==> src/logic/ccd_map.svh <==
// Register offsets, field positions, reset values and counts of the caption capture block
`ifndef CCD_MAP_SVH
`define CCD_MAP_SVH

// ****************************************
// Register offsets
// ****************************************
`define CCD_OFS_MAIN_STATUS 8'h00
`define CCD_OFS_CAP_STATUS 8'h1c
`define CCD_OFS_CAP_DATA 8'h1d
`define CCD_OFS_EVT_STATUS 8'h20
`define CCD_OFS_EVT_CLEAR 8'h21
`define CCD_OFS_EVT_ENABLE 8'h22

// ****************************************
// Field positions
// ****************************************
`define CCD_MS_VALID 0
`define CCD_CS_CC_EN 0
`define CCD_CS_EDS_EN 1
`define CCD_CS_IRQ_EN 2
`define CCD_CS_DAV 3
`define CCD_CS_OVF 4
`define CCD_CS_HALF 5
`define CCD_CS_KIND 6
`define CCD_CS_PERR 7
`define CCD_EV_HALF 0
`define CCD_EV_OVF 1
`define CCD_EV_PERR 2

// ****************************************
// Reset values and counts
// ****************************************
`define CCD_RST_CTRL 3'h0
`define CCD_RST_EVT_EN 3'h0
`define CCD_SLICE_LVL 8'h50
`define CCD_RUNIN_MIN 4'h6
`define CCD_START_CODE 3'h1
`define CCD_BYTE_BITS 4'h8
`define CCD_FIFO_HALF 5'h08
`define CCD_FIFO_DEPTH 5'h10

`endif

==> src/logic/ccd_pkg.sv <==
// Types shared by the caption capture block
package ccd_pkg;

	typedef enum logic [1:0] {
		CCD_IDLE = 2'b00,
		CCD_RUNIN = 2'b01,
		CCD_START = 2'b10,
		CCD_DATA = 2'b11
	} ccd_fsm_t;

	// One FIFO entry: ten bits
	typedef struct packed {
		logic kind;
		logic half;
		logic [7:0] data;
	} ccd_entry_t;

	typedef struct packed {
		ccd_entry_t [15:0] mem;
		logic [3:0] wp;
		logic [3:0] rp;
		logic [4:0] cnt;
	} ccd_fifo_st_t;

	typedef struct packed {
		ccd_fsm_t fsm;
		logic kind;
		logic prev_bit;
		logic [3:0] run_cnt;
		logic [2:0] code_sh;
		logic [3:0] bit_cnt;
		logic [7:0] byte_sh;
		logic cc_line_d;
		logic eds_line_d;
		logic cc_en;
		logic eds_en;
		logic irq_en;
		logic ovf;
		logic half_d;
		logic [2:0] evt;
		logic [2:0] evt_en;
		logic [7:0] rdata;
		logic irq;
	} ccd_st_t;

endpackage

==> src/logic/ccd_fifo.sv <==
// Sixteen by ten entry caption FIFO with read priority and flush
module ccd_fifo
	import ccd_pkg::*;
(
	input wire logic sys_clk_in,
	input wire logic nrst_in,
	input wire logic flush_in,
	input wire logic push_in,
	input ccd_entry_t wr_entry_in,
	input wire logic pop_in,
	output ccd_entry_t head_out,
	output logic [4:0] cnt_out,
	output logic full_out,
	output logic empty_out,
	output logic half_out
);
`include "ccd_map.svh"

	// sixteen ten-bit entries held in flip-flops
	ccd_fifo_st_t st_r;
	ccd_fifo_st_t st_nxt;
	logic do_pop;
	logic do_push;

	always_comb begin
		full_out = (st_r.cnt == `CCD_FIFO_DEPTH);
		empty_out = (st_r.cnt == 5'h00);
		half_out = (st_r.cnt >= `CCD_FIFO_HALF);
		cnt_out = st_r.cnt;
		head_out = st_r.mem[st_r.rp];
	end

	always_comb begin
		st_nxt = st_r;
		do_pop = pop_in && !empty_out;
		// a full FIFO serves the read, the write is lost
		do_push = push_in && !full_out;
		if (flush_in) begin
			st_nxt.wp = 4'h0;
			st_nxt.rp = 4'h0;
			st_nxt.cnt = 5'h00;
		end else begin
			if (do_push) begin
				st_nxt.mem[st_r.wp] = wr_entry_in;
				st_nxt.wp = st_r.wp + 4'h1;
			end
			if (do_pop) begin
				st_nxt.rp = st_r.rp + 4'h1;
			end
			if (do_push && !do_pop) begin
				st_nxt.cnt = st_r.cnt + 5'h01;
			end else if (do_pop && !do_push) begin
				st_nxt.cnt = st_r.cnt - 5'h01;
			end
		end
	end

	always_ff @(posedge sys_clk_in or negedge nrst_in) begin
		if (!nrst_in) begin
			st_r <= '0;
		end else begin
			st_r <= st_nxt;
		end
	end
endmodule

==> src/logic/ccd_capture.sv <==
// Caption and extended-data byte capture with FIFO and register port
// How it works
// - Caption and extended capture each have an enable bit in the status register.
// - Search for clock run-in, then start code 001, before capturing data.
// - Each byte is seven data bits plus parity, checked for odd parity.
// - Captured bytes go into a sixteen entry, ten bit wide FIFO.
// - Low byte first, then high byte, each written only when FIFO not full.
// - Each entry tags caption/extended and low/high, readable in caption status.
// - Parity bit stored in the entry; check result shown as parity error.
// - Data available low while empty, high once an entry is stored.
// - Half full drives the caption interrupt when both the status interrupt enable and its event enable bit are set.
// - Main status caption valid flag mirrors FIFO half full for polling.
// - Oldest entry shows in data and status; each data read advances.
// - A byte arriving while the FIFO is full is lost and sets overflow.
// - Host clears overflow by reading data; the device then drops the flag.
// - Reads and writes may coincide; the read takes priority.
// - A clearing read coinciding with a write leaves overflow set.
// - Clearing both enables flushes the FIFO and loses all entries.
// - Slicing works on the separated luma samples only.
//
// Design decision made here: strobed register access.
module ccd_capture
	import ccd_pkg::*;
(
	input wire logic sys_clk_in,
	input wire logic nrst_in,
	input wire logic [7:0] luma_in,
	input wire logic bit_stb_in,
	input wire logic cc_line_in,
	input wire logic eds_line_in,
	input wire logic [7:0] reg_addr_in,
	input wire logic [7:0] reg_wdata_in,
	input wire logic reg_wr_in,
	input wire logic reg_rd_in,
	output logic [7:0] reg_rdata_out,
	output logic caption_half_full_irq_out
);
`include "ccd_map.svh"

	ccd_st_t st_r;
	ccd_st_t st_nxt;
	ccd_entry_t head;
	ccd_entry_t wr_entry;
	logic [4:0] fifo_cnt;
	logic fifo_full;
	logic fifo_empty;
	logic fifo_half;
	logic sliced_bit;
	logic byte_done;
	logic push_try;
	logic pop_req;
	logic flush;
	logic [7:0] cap_status;
	logic [7:0] main_status;

	// ****************************************
	// Decoding helpers
	// ****************************************
	function automatic logic hit(input logic [7:0] addr, input logic [7:0] ofs);
		hit = (addr == ofs);
	endfunction

	// Odd parity holds when the ones count of all eight bits is odd
	function automatic logic parity_bad(input logic [7:0] b);
		parity_bad = ~(^b);
	endfunction

	// ****************************************
	// FIFO
	// ****************************************
	// one clock serves writer and reader, so the flags never tear
	ccd_fifo u_fifo (
		.sys_clk_in(sys_clk_in),
		.nrst_in(nrst_in),
		.flush_in(flush),
		.push_in(push_try),
		.wr_entry_in(wr_entry),
		.pop_in(pop_req),
		.head_out(head),
		.cnt_out(fifo_cnt),
		.full_out(fifo_full),
		.empty_out(fifo_empty),
		.half_out(fifo_half)
	);

	// ****************************************
	// Combinational views
	// ****************************************
	always_comb begin
		// luma sample sliced at a fixed level
		sliced_bit = (luma_in >= `CCD_SLICE_LVL);
		byte_done = (st_r.fsm == CCD_DATA) && bit_stb_in &&
			(st_r.bit_cnt[2:0] == 3'h7);
		// low byte completes at bit 8, high byte at bit 16
		push_try = byte_done;
		wr_entry.kind = st_r.kind;
		wr_entry.half = st_r.bit_cnt[3];
		// seven character bits and parity in the top bit
		wr_entry.data = {sliced_bit, st_r.byte_sh[7:1]};
		pop_req = reg_rd_in && hit(reg_addr_in, `CCD_OFS_CAP_DATA);
		// no capture enabled empties the FIFO
		flush = !st_r.cc_en && !st_r.eds_en;
		cap_status = 8'h00;
		cap_status[`CCD_CS_CC_EN] = st_r.cc_en;
		cap_status[`CCD_CS_EDS_EN] = st_r.eds_en;
		cap_status[`CCD_CS_IRQ_EN] = st_r.irq_en;
		cap_status[`CCD_CS_DAV] = !fifo_empty;
		cap_status[`CCD_CS_OVF] = st_r.ovf;
		cap_status[`CCD_CS_HALF] = head.half;
		cap_status[`CCD_CS_KIND] = head.kind;
		// parity check result of the oldest entry
		cap_status[`CCD_CS_PERR] = !fifo_empty && parity_bad(head.data);
		main_status = 8'h00;
		main_status[`CCD_MS_VALID] = fifo_half;
	end

	// ****************************************
	// Next state
	// ****************************************
	always_comb begin
		logic [2:0] evt_set;
		logic [2:0] evt_clr;
		logic arm_cc;
		logic arm_eds;
		evt_set = 3'h0;
		evt_clr = 3'h0;
		arm_cc = 1'b0;
		arm_eds = 1'b0;
		st_nxt = st_r;
		st_nxt.cc_line_d = cc_line_in;
		st_nxt.eds_line_d = eds_line_in;
		st_nxt.half_d = fifo_half;

		// arm at the start of the caption or extended line
		// only lines whose capture is enabled are armed
		arm_cc = cc_line_in && !st_r.cc_line_d && st_r.cc_en;
		arm_eds = eds_line_in && !st_r.eds_line_d && st_r.eds_en;

		case (st_r.fsm)
			CCD_IDLE: begin
				if (arm_cc || arm_eds) begin
					st_nxt.fsm = CCD_RUNIN;
					st_nxt.kind = arm_eds;
					st_nxt.run_cnt = 4'h0;
					st_nxt.code_sh = 3'h7;
					st_nxt.bit_cnt = 4'h0;
				end
			end
			CCD_RUNIN: begin
				if (bit_stb_in) begin
					st_nxt.prev_bit = sliced_bit;
					if (sliced_bit != st_r.prev_bit) begin
						st_nxt.run_cnt = st_r.run_cnt + 4'h1;
					end else begin
						st_nxt.run_cnt = 4'h0;
					end
					st_nxt.code_sh = {st_r.code_sh[1:0], sliced_bit};
					if (st_r.run_cnt >= `CCD_RUNIN_MIN) begin
						st_nxt.fsm = CCD_START;
					end
				end
			end
			CCD_START: begin
				// wait for start code after the run-in
				if (bit_stb_in) begin
					st_nxt.code_sh = {st_r.code_sh[1:0], sliced_bit};
					if ({st_r.code_sh[1:0], sliced_bit} == `CCD_START_CODE) begin
						st_nxt.fsm = CCD_DATA;
						st_nxt.bit_cnt = 4'h0;
					end
				end
			end
			CCD_DATA: begin
				// Bits arrive least significant first
				if (bit_stb_in) begin
					st_nxt.byte_sh = {sliced_bit, st_r.byte_sh[7:1]};
					st_nxt.bit_cnt = st_r.bit_cnt + 4'h1;
					if (st_r.bit_cnt == 4'hf) begin
						st_nxt.fsm = CCD_IDLE;
					end
				end
			end
			default: begin
				st_nxt.fsm = CCD_IDLE;
			end
		endcase

		// Leaving the line abandons a search in progress
		if (st_r.fsm != CCD_IDLE) begin
			if ((st_r.kind && !eds_line_in) || (!st_r.kind && !cc_line_in)) begin
				st_nxt.fsm = CCD_IDLE;
			end
		end

		// ****************************************
		// Overflow
		// ****************************************
		// a data read with no write attempt drops overflow
		// a read coinciding with a write attempt keeps it
		if (pop_req && !push_try) begin
			st_nxt.ovf = 1'b0;
		end
		// byte lost on a full FIFO sets overflow; the flush clear below wins over the set
		if (push_try && fifo_full) begin
			st_nxt.ovf = 1'b1;
			evt_set[`CCD_EV_OVF] = 1'b1;
		end
		if (flush) begin
			st_nxt.ovf = 1'b0;
		end

		if (push_try && !fifo_full && parity_bad(wr_entry.data)) begin
			evt_set[`CCD_EV_PERR] = 1'b1;
		end
		if (fifo_half && !st_r.half_d) begin
			evt_set[`CCD_EV_HALF] = 1'b1;
		end

		// ****************************************
		// Register writes and reads
		// ****************************************
		if (reg_wr_in) begin
			if (hit(reg_addr_in, `CCD_OFS_CAP_STATUS)) begin
				st_nxt.cc_en = reg_wdata_in[`CCD_CS_CC_EN];
				st_nxt.eds_en = reg_wdata_in[`CCD_CS_EDS_EN];
				st_nxt.irq_en = reg_wdata_in[`CCD_CS_IRQ_EN];
			end
			if (hit(reg_addr_in, `CCD_OFS_EVT_CLEAR)) begin
				evt_clr = reg_wdata_in[2:0];
			end
			if (hit(reg_addr_in, `CCD_OFS_EVT_ENABLE)) begin
				st_nxt.evt_en = reg_wdata_in[2:0];
			end
		end
		for (int i = 0; i < 3; i++) begin
			st_nxt.evt[i] = evt_set[i] || (st_r.evt[i] && !evt_clr[i]);
		end

		st_nxt.rdata = 8'h00;
		if (reg_rd_in) begin
			case (reg_addr_in)
				`CCD_OFS_MAIN_STATUS: begin
					st_nxt.rdata = main_status;
				end
				`CCD_OFS_CAP_STATUS: begin
					st_nxt.rdata = cap_status;
				end
				`CCD_OFS_CAP_DATA: begin
					// head entry, then the FIFO advances
					st_nxt.rdata = head.data;
				end
				`CCD_OFS_EVT_STATUS: begin
					st_nxt.rdata = {5'h00, st_r.evt};
				end
				`CCD_OFS_EVT_ENABLE: begin
					st_nxt.rdata = {5'h00, st_r.evt_en};
				end
				default: begin
					st_nxt.rdata = 8'h00;
				end
			endcase
		end

		// half-full event reaches the pin only with its enable bit
		st_nxt.irq = (st_r.evt[`CCD_EV_HALF] && st_r.evt_en[`CCD_EV_HALF] && st_r.irq_en) ||
			(st_r.evt[`CCD_EV_OVF] && st_r.evt_en[`CCD_EV_OVF]) ||
			(st_r.evt[`CCD_EV_PERR] && st_r.evt_en[`CCD_EV_PERR]);
	end

	always_ff @(posedge sys_clk_in or negedge nrst_in) begin
		if (!nrst_in) begin
			st_r <= '0;
			st_r.fsm <= CCD_IDLE;
			st_r.cc_en <= 1'(`CCD_RST_CTRL >> `CCD_CS_CC_EN);
			st_r.eds_en <= 1'(`CCD_RST_CTRL >> `CCD_CS_EDS_EN);
			st_r.irq_en <= 1'(`CCD_RST_CTRL >> `CCD_CS_IRQ_EN);
			st_r.evt_en <= `CCD_RST_EVT_EN;
		end else begin
			st_r <= st_nxt;
		end
	end

	always_comb begin
		reg_rdata_out = st_r.rdata;
		caption_half_full_irq_out = st_r.irq;
	end
endmodule

==> config.mk <==
export PLATFORM = sky130hd
export DESIGN_NAME = ccd_capture
export DESIGN_NICKNAME = d
export VERILOG_FILES = /design/src/logic/ccd_pkg.sv /design/src/logic/ccd_fifo.sv /design/src/logic/ccd_capture.sv
export VERILOG_INCLUDE_DIRS = /design/src /design/src/logic
export SDC_FILE = /design/constraint.sdc
export NUM_CORES = 1
export LEC_CHECK = 0
export ABC_AREA = 0
export BUFFER_PORTS_ARGS = -buffer_cell sky130_fd_sc_hd__buf_2
export CORE_ASPECT_RATIO = 0.6
export CORE_MARGIN = 2
export CORE_UTILIZATION = 40
export CTS_CLUSTER_DIAMETER = 50
export DETAILED_ROUTE_END_ITERATION = 8
export PLACE_DENSITY = 0.68
export SYNTH_ARGS = -nofsm -noshare
export SYNTH_HDL_FRONTEND = slang
export SYNTH_SLANG_ARGS = --single-unit
==> constraint.sdc <==
create_clock -name sys_clk_in -period 3.3 [get_ports sys_clk_in]
set_input_delay 0.66 -clock sys_clk_in [delete_from_list [all_inputs] [get_ports sys_clk_in]]
set_output_delay 0.66 -clock sys_clk_in [all_outputs]
set_load 0.05 [all_outputs]
==> results of run 1 <==
-- layout make-up --
type                            instances  area (sq um)
Timing Repair Buffer                   72         513.0
Inverter                               11         41.29
Fill cell                            2272         13790
Sequential cell                       216          5406
Clock inverter                          7         65.06
Clock buffer                           28         591.8
Multi-Input combinational cell        490          4549
Tap cell                              352         440.4
-- synth_stat cells, types with 2 or more instances --
master / instances / share of area (%)
mux2i_1: 6 / 0.58
o21ai_0: 14 / 0.68
nand2b_1: 2 / 0.12
xor2_1: 6 / 0.51
inv_1: 11 / 0.40
nor3_1: 8 / 0.39
ha_1: 17 / 2.1
buf_6: 3 / 0.33
a21o_1: 4 / 0.29
mux4_1: 14 / 3.5
a21oi_1: 24 / 1.2
buf_4: 11 / 0.80
nor2b_1: 7 / 0.42
nand3b_1: 2 / 0.14
a222oi_1: 2 / 0.19
nand3_1: 6 / 0.29
nand2_1: 43 / 1.6
dfrtp_1: 216 / 52
clkdlybuf4s18_2: 2 / 0.19
buf_2: 24 / 1.2
clkbuf_1: 19 / 0.69
o21a_1: 2 / 0.14
mux4_2: 27 / 5.9
mux2_2: 158 / 17
a31oi_1: 4 / 0.24
and3b_1: 2 / 0.17
xnor2_1: 19 / 1.6
nor2_1: 71 / 2.6
nand4_1: 4 / 0.24
and2_1: 3 / 0.18
a22oi_1: 21 / 1.5
a22o_1: 4 / 0.34
o31ai_1: 2 / 0.14
buf_1: 7 / 0.25
a211oi_1: 5 / 0.36
-- worst max path at each step --
stage                   start                 to  slack (ns)  cells past startpoint
4_1_cts              st_r[43]  u_fifo.cnt_out[4]        0.41                     11
3_5_place_dp   reg_addr_in[5]  u_fifo.cnt_out[4]        0.31                     13
5_1_grt              st_r[43]  u_fifo.cnt_out[4]        0.14                     11
2_1_floorplan  reg_addr_in[5]  u_fifo.cnt_out[4]        0.30                     14
3_3_place_gp   reg_addr_in[5]  u_fifo.cnt_out[4]        0.26                     13
6_report             st_r[43]  u_fifo.cnt_out[4]        0.38                     11
-- power breakdown --
part / internal, mW / switching, mW / leakage, nW
sequential: 2.68 / 0.0468 / 2.99
clock: 1.33 / 1.02 / 0.321
combinational: 0.0928 / 0.183 / 2.21
total: 4.11 / 1.25 / 5.52
-- per-stage QoR --
step	utilization (%)	hold slack, ns	setup WS (ns)	cells
floorplan	-	0.3644	0.2966	785
global placement	43.12	0.4367	0.2565	1141
detailed placement	43.12	0.4415	0.3117	1141
CTS	45.71	0.1426	0.4138	1176
global route	45.71	0.1485	0.1443	1176
finish	45.71	0.1114	0.3838	1176
-- flip-flops by register name, indices dropped and copies added (netlist names) --
| register | cells |
|---|---|
| u_fifo.cnt_out | 5 |
| caption_half_full_irq_out | 1 |
| u_fifo.st_r | 168 |
| cap_status | 4 |
| reg_rdata_out | 8 |
| st_r | 30 |
-- worst max-delay path, cell delays in order (launching register included) --
cell and delay [ns]:
dfrtp_1 0.41, ha_1 0.31, nand3_1 0.26, nor2b_1 0.21, nor2b_1 0.34, inv_1 0.14
ha_1 0.35, a21o_1 0.17, a21oi_1 0.18, mux2i_1 0.24, xor2_1 0.15, nor2_1 0.05
-- cell families (layout without fill, tap and decap cells) --
logic type / Yosys count / in the layout / synth area share, %
xor+xnor: 25 / 25 / 2.113
buf+inv: 79 / 118 / 4.056
flops: 216 / 216 / 52.15
simple gates: 156 / 156 / 6.712
mux: 206 / 206 / 27.40
compound gates: 85 / 85 / 5.324
fa+ha+maj: 18 / 18 / 2.245
-- layer usage --
metal,vias up,share of wire [%]
li1,2874,-
met5,-,0
met1,3280,52
met2,144,40
met4,0,1.4
met3,28,6.6
==> metrics.txt, run 1 <==
clk root buf=clkbuf_16; placed inst area=about 0.011 sq mm; Seq cells post-synth=about 220; Max Fanout on Critical Path=7; critical path class=flip-flop to flip-flop; htree depth=1; GR Util met3=roughly 5%; Rel. slew slack=around half; FP Rows=45; period utilization=88.37%; post-route antenna net violation count=0; cell area after layout=between 0.01 and 0.015 sq mm; antenna violations before repair=0; post-CTS setup buffers=0; reg2reg path depth=11; flop2flop setup slack=around 0.38 ns; P&R area growth vs syn=11.99%; number of synthesized flops with an enable pin=0; DIE HEIGHT=roughly 130 um; Most Crowded Layer GR=met1; CTS Buf Count=21; Setup TNS=0 ns; post-layout total power=about 5.4 mW; drc violations=0; Max VDD drop=around 0.26 mV; DR vias/cell=roughly 5.4; global-route wire length before repair=between 30000 and 40000 um; reg2reg end=u_fifo.cnt_out[4]; Antenna Cells=0; unrepaired setup endpoints after global routing=false; Avg Inst Size Synth=approximately 13 sq um; max-cap violations=0; CTS Hold Buffers Added=0; area of the die=0.02726 sq mm; Post-Syn Nets=834; nets=approximately 860; Final min period=2.916 ns; Core ar.=about 0.025 sq mm; Post-DP HPWL=between 15000 and 20000 um; Layout Skew=~0.01 ns; GRT Util Overall=about 18%; vias post-DR=6326; number of port buffers=30; clock tree buffer depth=3; Clock Latency Late Sink=0.50 ns; post-synthesis async set-or-reset flop share=100.0%; Final Slew Violations=0; met1 GRT Util=between 20% and 30%; CP endpoint kind=flip-flop; YS warnings=0; Total Wirelength=23010 um; number of setup violations in the final report=0; GRT Residual Overflow=0; most frequent cells in the layout=215 x dfrtp_1, 158 x mux2_2, 71 x nor2_1; layout cells sized above 1=between 30% and 40%; Worst Max-Slew Pin Slew=between 0.7 and 0.8 ns; reg2reg start=st_r[43]; Mapped Cells=a little under 800; pin count of the biggest net entering global routing=76; CP required=roughly 3.7 ns; CP Launch Type=flip-flop; power per standard cell area=461.3 mW/mm^2; average wire per standard cell=slightly below 20 um; sequential element share of the synthesized area=a little over half; M2 GR Usage=between 20% and 30%; CP arrival=between 3 and 4 ns; routability cong.=slightly below 0.8; Synth Cell Area=approximately 0.010 sq mm; First DRT Iteration DRCs=a little under 600; f_max=342.9 MHz; Netlist cell types=50; # IOs=40; Worst Hold Class=primary input to asynchronous set/reset pin; Pleak=5.523 nW; CTS Sinks=between 200 and 250; Synth Flop Type=dfrtp_1; most common cell after layout, fill and taps aside=dfrtp_1; DR pass1 iterations=5; Post-CTS Resized=0; status=finished, final reports clean; TritonCTS clock tree=built; Die W=roughly 210 um; vias in the first global route=between 6000 and 7000; Final Hold Vio Count=0; Initial Util=40.82%; clock-pin slew of the registers on the worst-case setup and hold paths=approximately 0.07 ns
Note: power is estimated with default switching activity, not from simulation.
==> run 2, diff against run 1 <==
--- a/config.mk
+++ b/config.mk
@@ -8,7 +8,6 @@
 export LEC_CHECK = 0
 export ABC_AREA = 0
 export BUFFER_PORTS_ARGS = -buffer_cell sky130_fd_sc_hd__buf_2
-export CORE_ASPECT_RATIO = 0.6
 export CORE_MARGIN = 2
 export CORE_UTILIZATION = 40
 export CTS_CLUSTER_DIAMETER = 50
==> constraint.sdc (replaced) <==
create_clock -name sys_clk_in -period 3.3 [get_ports sys_clk_in]
set_input_delay 0.66 -clock sys_clk_in [delete_from_list [all_inputs] [get_ports sys_clk_in]]
set_output_delay 0.66 -clock sys_clk_in [all_outputs]
set_load 0.02 [all_outputs]
==> run 2 against run 1 <==
Register-to-register slack is essentially flat. Final area grew 0.17%. Largest cell class unchanged. Sequential share of layout area shrank 0.080 points. Highest routed layer unchanged. Non-clock buffer count shrank 5. Sequential cell count is the same. Worst setup slack gained 0.0083 ns. Critical path depth is the same. First-iteration DRC count shrank 21%. Utilization grew 0.20 points. Die area shrank 0.15%.
==> metrics.txt, run 2 (synthesis gave the netlist of run 1 again) <==
number of setup violations in the final report=0; final worst slack=slightly below 0.4 ns; final hold slack=0.1228 ns; number of port buffers=30; power per standard cell area=470.4 mW/mm^2; Setup TNS=0 ns; CTS Buf Count=24; global-route wire length before repair=around 35000 um; Final Hold Vio Count=0; CTS Sinks=216; Final Slew Violations=0; unrepaired setup endpoints after global routing=false; routability cong.=~0.79; Rel. slew slack=about 55%; max-cap violations=0; Max VDD drop=approximately 0.42 mV; CP required=between 3 and 4 ns; TritonCTS clock tree=built; Final min period=about 2.9 ns; Total Wirelength=~22000 um; status=finished, final reports clean; vias in the first global route=roughly 6400; register share of total power=roughly 50%; GRT Util Overall=roughly 17%; DP Worst Slack=approximately 0.19 ns; reg2reg path depth=11; DR vias/cell=5.436; WL met1=about 10000 um; area of the multi-input gates=approximately 0.0046 sq mm; # IOs=40; Core ar.=~0.025 sq mm; cell-internal power=between 4 and 5 mW; post-layout total power=roughly 5.5 mW; period utilization=around nine tenths; clk root buf=clkbuf_16; Reg area=0.005406 sq mm; DR WL met2=~10000 um; vias post-DR=around 6300; met3 wire length=~980 um; post-CTS setup buffers=0; most common cell after layout, fill and taps aside=dfrtp_1; largest reg by FF count=u_fifo.st_r; post-route antenna net violation count=0; area of the die=roughly 0.027 sq mm; CTS Hold Buffers Added=0; layout cells sized above 1=a little over a third; DR pass1 iterations=5; reg2reg end=u_fifo.cnt_out[4]; GRT Residual Overflow=0; FP Rows=between 50 and 60; average wire per standard cell=18.66 um; Fillers=~2300; Post-DP HPWL=about 14000 um; flop2flop setup slack=0.39 ns; Layout Skew=0.02227 ns; clock-pin slew of the registers on the worst-case setup and hold paths=~0.060 ns; Worst Hold Class=primary input to asynchronous set/reset pin; Worst Max-Slew Pin Slew=0.6769 ns; Pleak=~5.5 nW; clock share of power=45.3%; nets=approximately 860; Post-CTS Resized=0; P&R area growth vs syn=12.18%; htree depth=1; Initial Util=about two fifths; Clock Latency Late Sink=0.52 ns; switch share=~23%; reg2reg start=st_r[43]; CP Launch Type=flip-flop; CP endpoint kind=flip-flop; f_max=between 300 and 400 MHz; antenna violations before repair=0; drc violations=0; combinational fraction of design power=under 10%; DIE HEIGHT=between 150 and 200 um; CP arrival=roughly 3.3 ns; final core utilization=a little under half; Switch Pwr=about 1.3 mW; First DRT Iteration DRCs=460; Antenna Cells=0; Max Fanout on Critical Path=7; DR top layer=met4; Die W=~160 um; max reg flops=168; pin count of the biggest net entering global routing=80; critical path class=flip-flop to flip-flop; clock tree buffer depth=3; most frequent cells in the layout=215 x dfrtp_1, 158 x mux2_2, 70 x nor2_1
run 2: cell count changes in the layout (fill, tap and decap cells not counted), moves of 2 or more:
cell | previous run | this run
clkbuf_1 | 3 | 8
clkbuf_16 | 21 | 24
buf_4 | 39 | 34
clkinvlp_4 | 2 | 0
nor3_1 | 6 | 4
nor3_2 | 3 | 5
clkinv_2 | 4 | 2
run 2: final cells by class:
class	count	area share, %
multi-input combinational	490	39.23
timing repair buffer	67	4.089
inverter	11	0.3551
clock inverter	5	0.3766
sequential	216	46.50
tap	330	3.551
clock buffer	36	5.897
run 2: critical path, cell delays in order (launching register included):
cell and delay [ns]:
dfrtp_1 0.42, ha_1 0.31, nand3_1 0.21, nor2b_1 0.19, nor2b_1 0.36, inv_1 0.15
ha_1 0.35, a21o_1 0.17, a21oi_1 0.18, mux2i_1 0.23, xor2_1 0.17, nor2_1 0.05
run 2: worst max-delay path by stage:
stage                              start           endpoint  slack [ns]  cells past startpoint
after floorplan           reg_addr_in[5]  u_fifo.cnt_out[4]        0.30                     14
after global placement    reg_addr_in[5]  u_fifo.cnt_out[4]        0.27                     13
after detailed placement  reg_addr_in[5]  u_fifo.cnt_out[4]        0.19                     13
after CTS                       st_r[43]  u_fifo.cnt_out[4]        0.37                     11
after global routing            st_r[43]  u_fifo.cnt_out[4]        0.19                     11
final                           st_r[43]  u_fifo.cnt_out[4]        0.39                     11
run 2: layer usage:
metal / GRT usage, % / vias up
met1: 23.74 / 3247
met2: 27.35 / 129
met5: 0 / -
met3: 2.863 / 31
li1: - / 2872
met4: 3.202 / 0
run 2: power by group through the flow:
stage                     Combinational (mW)  Clock (mW)  Sequential, mW
after floorplan                        0.169           0            2.75
after global placement                 0.267           0            2.77
after detailed placement               0.273           0            2.77
after CTS                              0.274        2.53            2.72
after global routing                   0.314        2.65            2.73
final                                  0.269        2.48            2.73
run 2: metrics by stage:
step                      cells  instance area [sq um]
after detailed placement   1114                  10900
after floorplan             785                  10360
after global placement     1114                  10900
final                      1155                  11630
after global routing       1155                  11630
after CTS                  1155                  11630
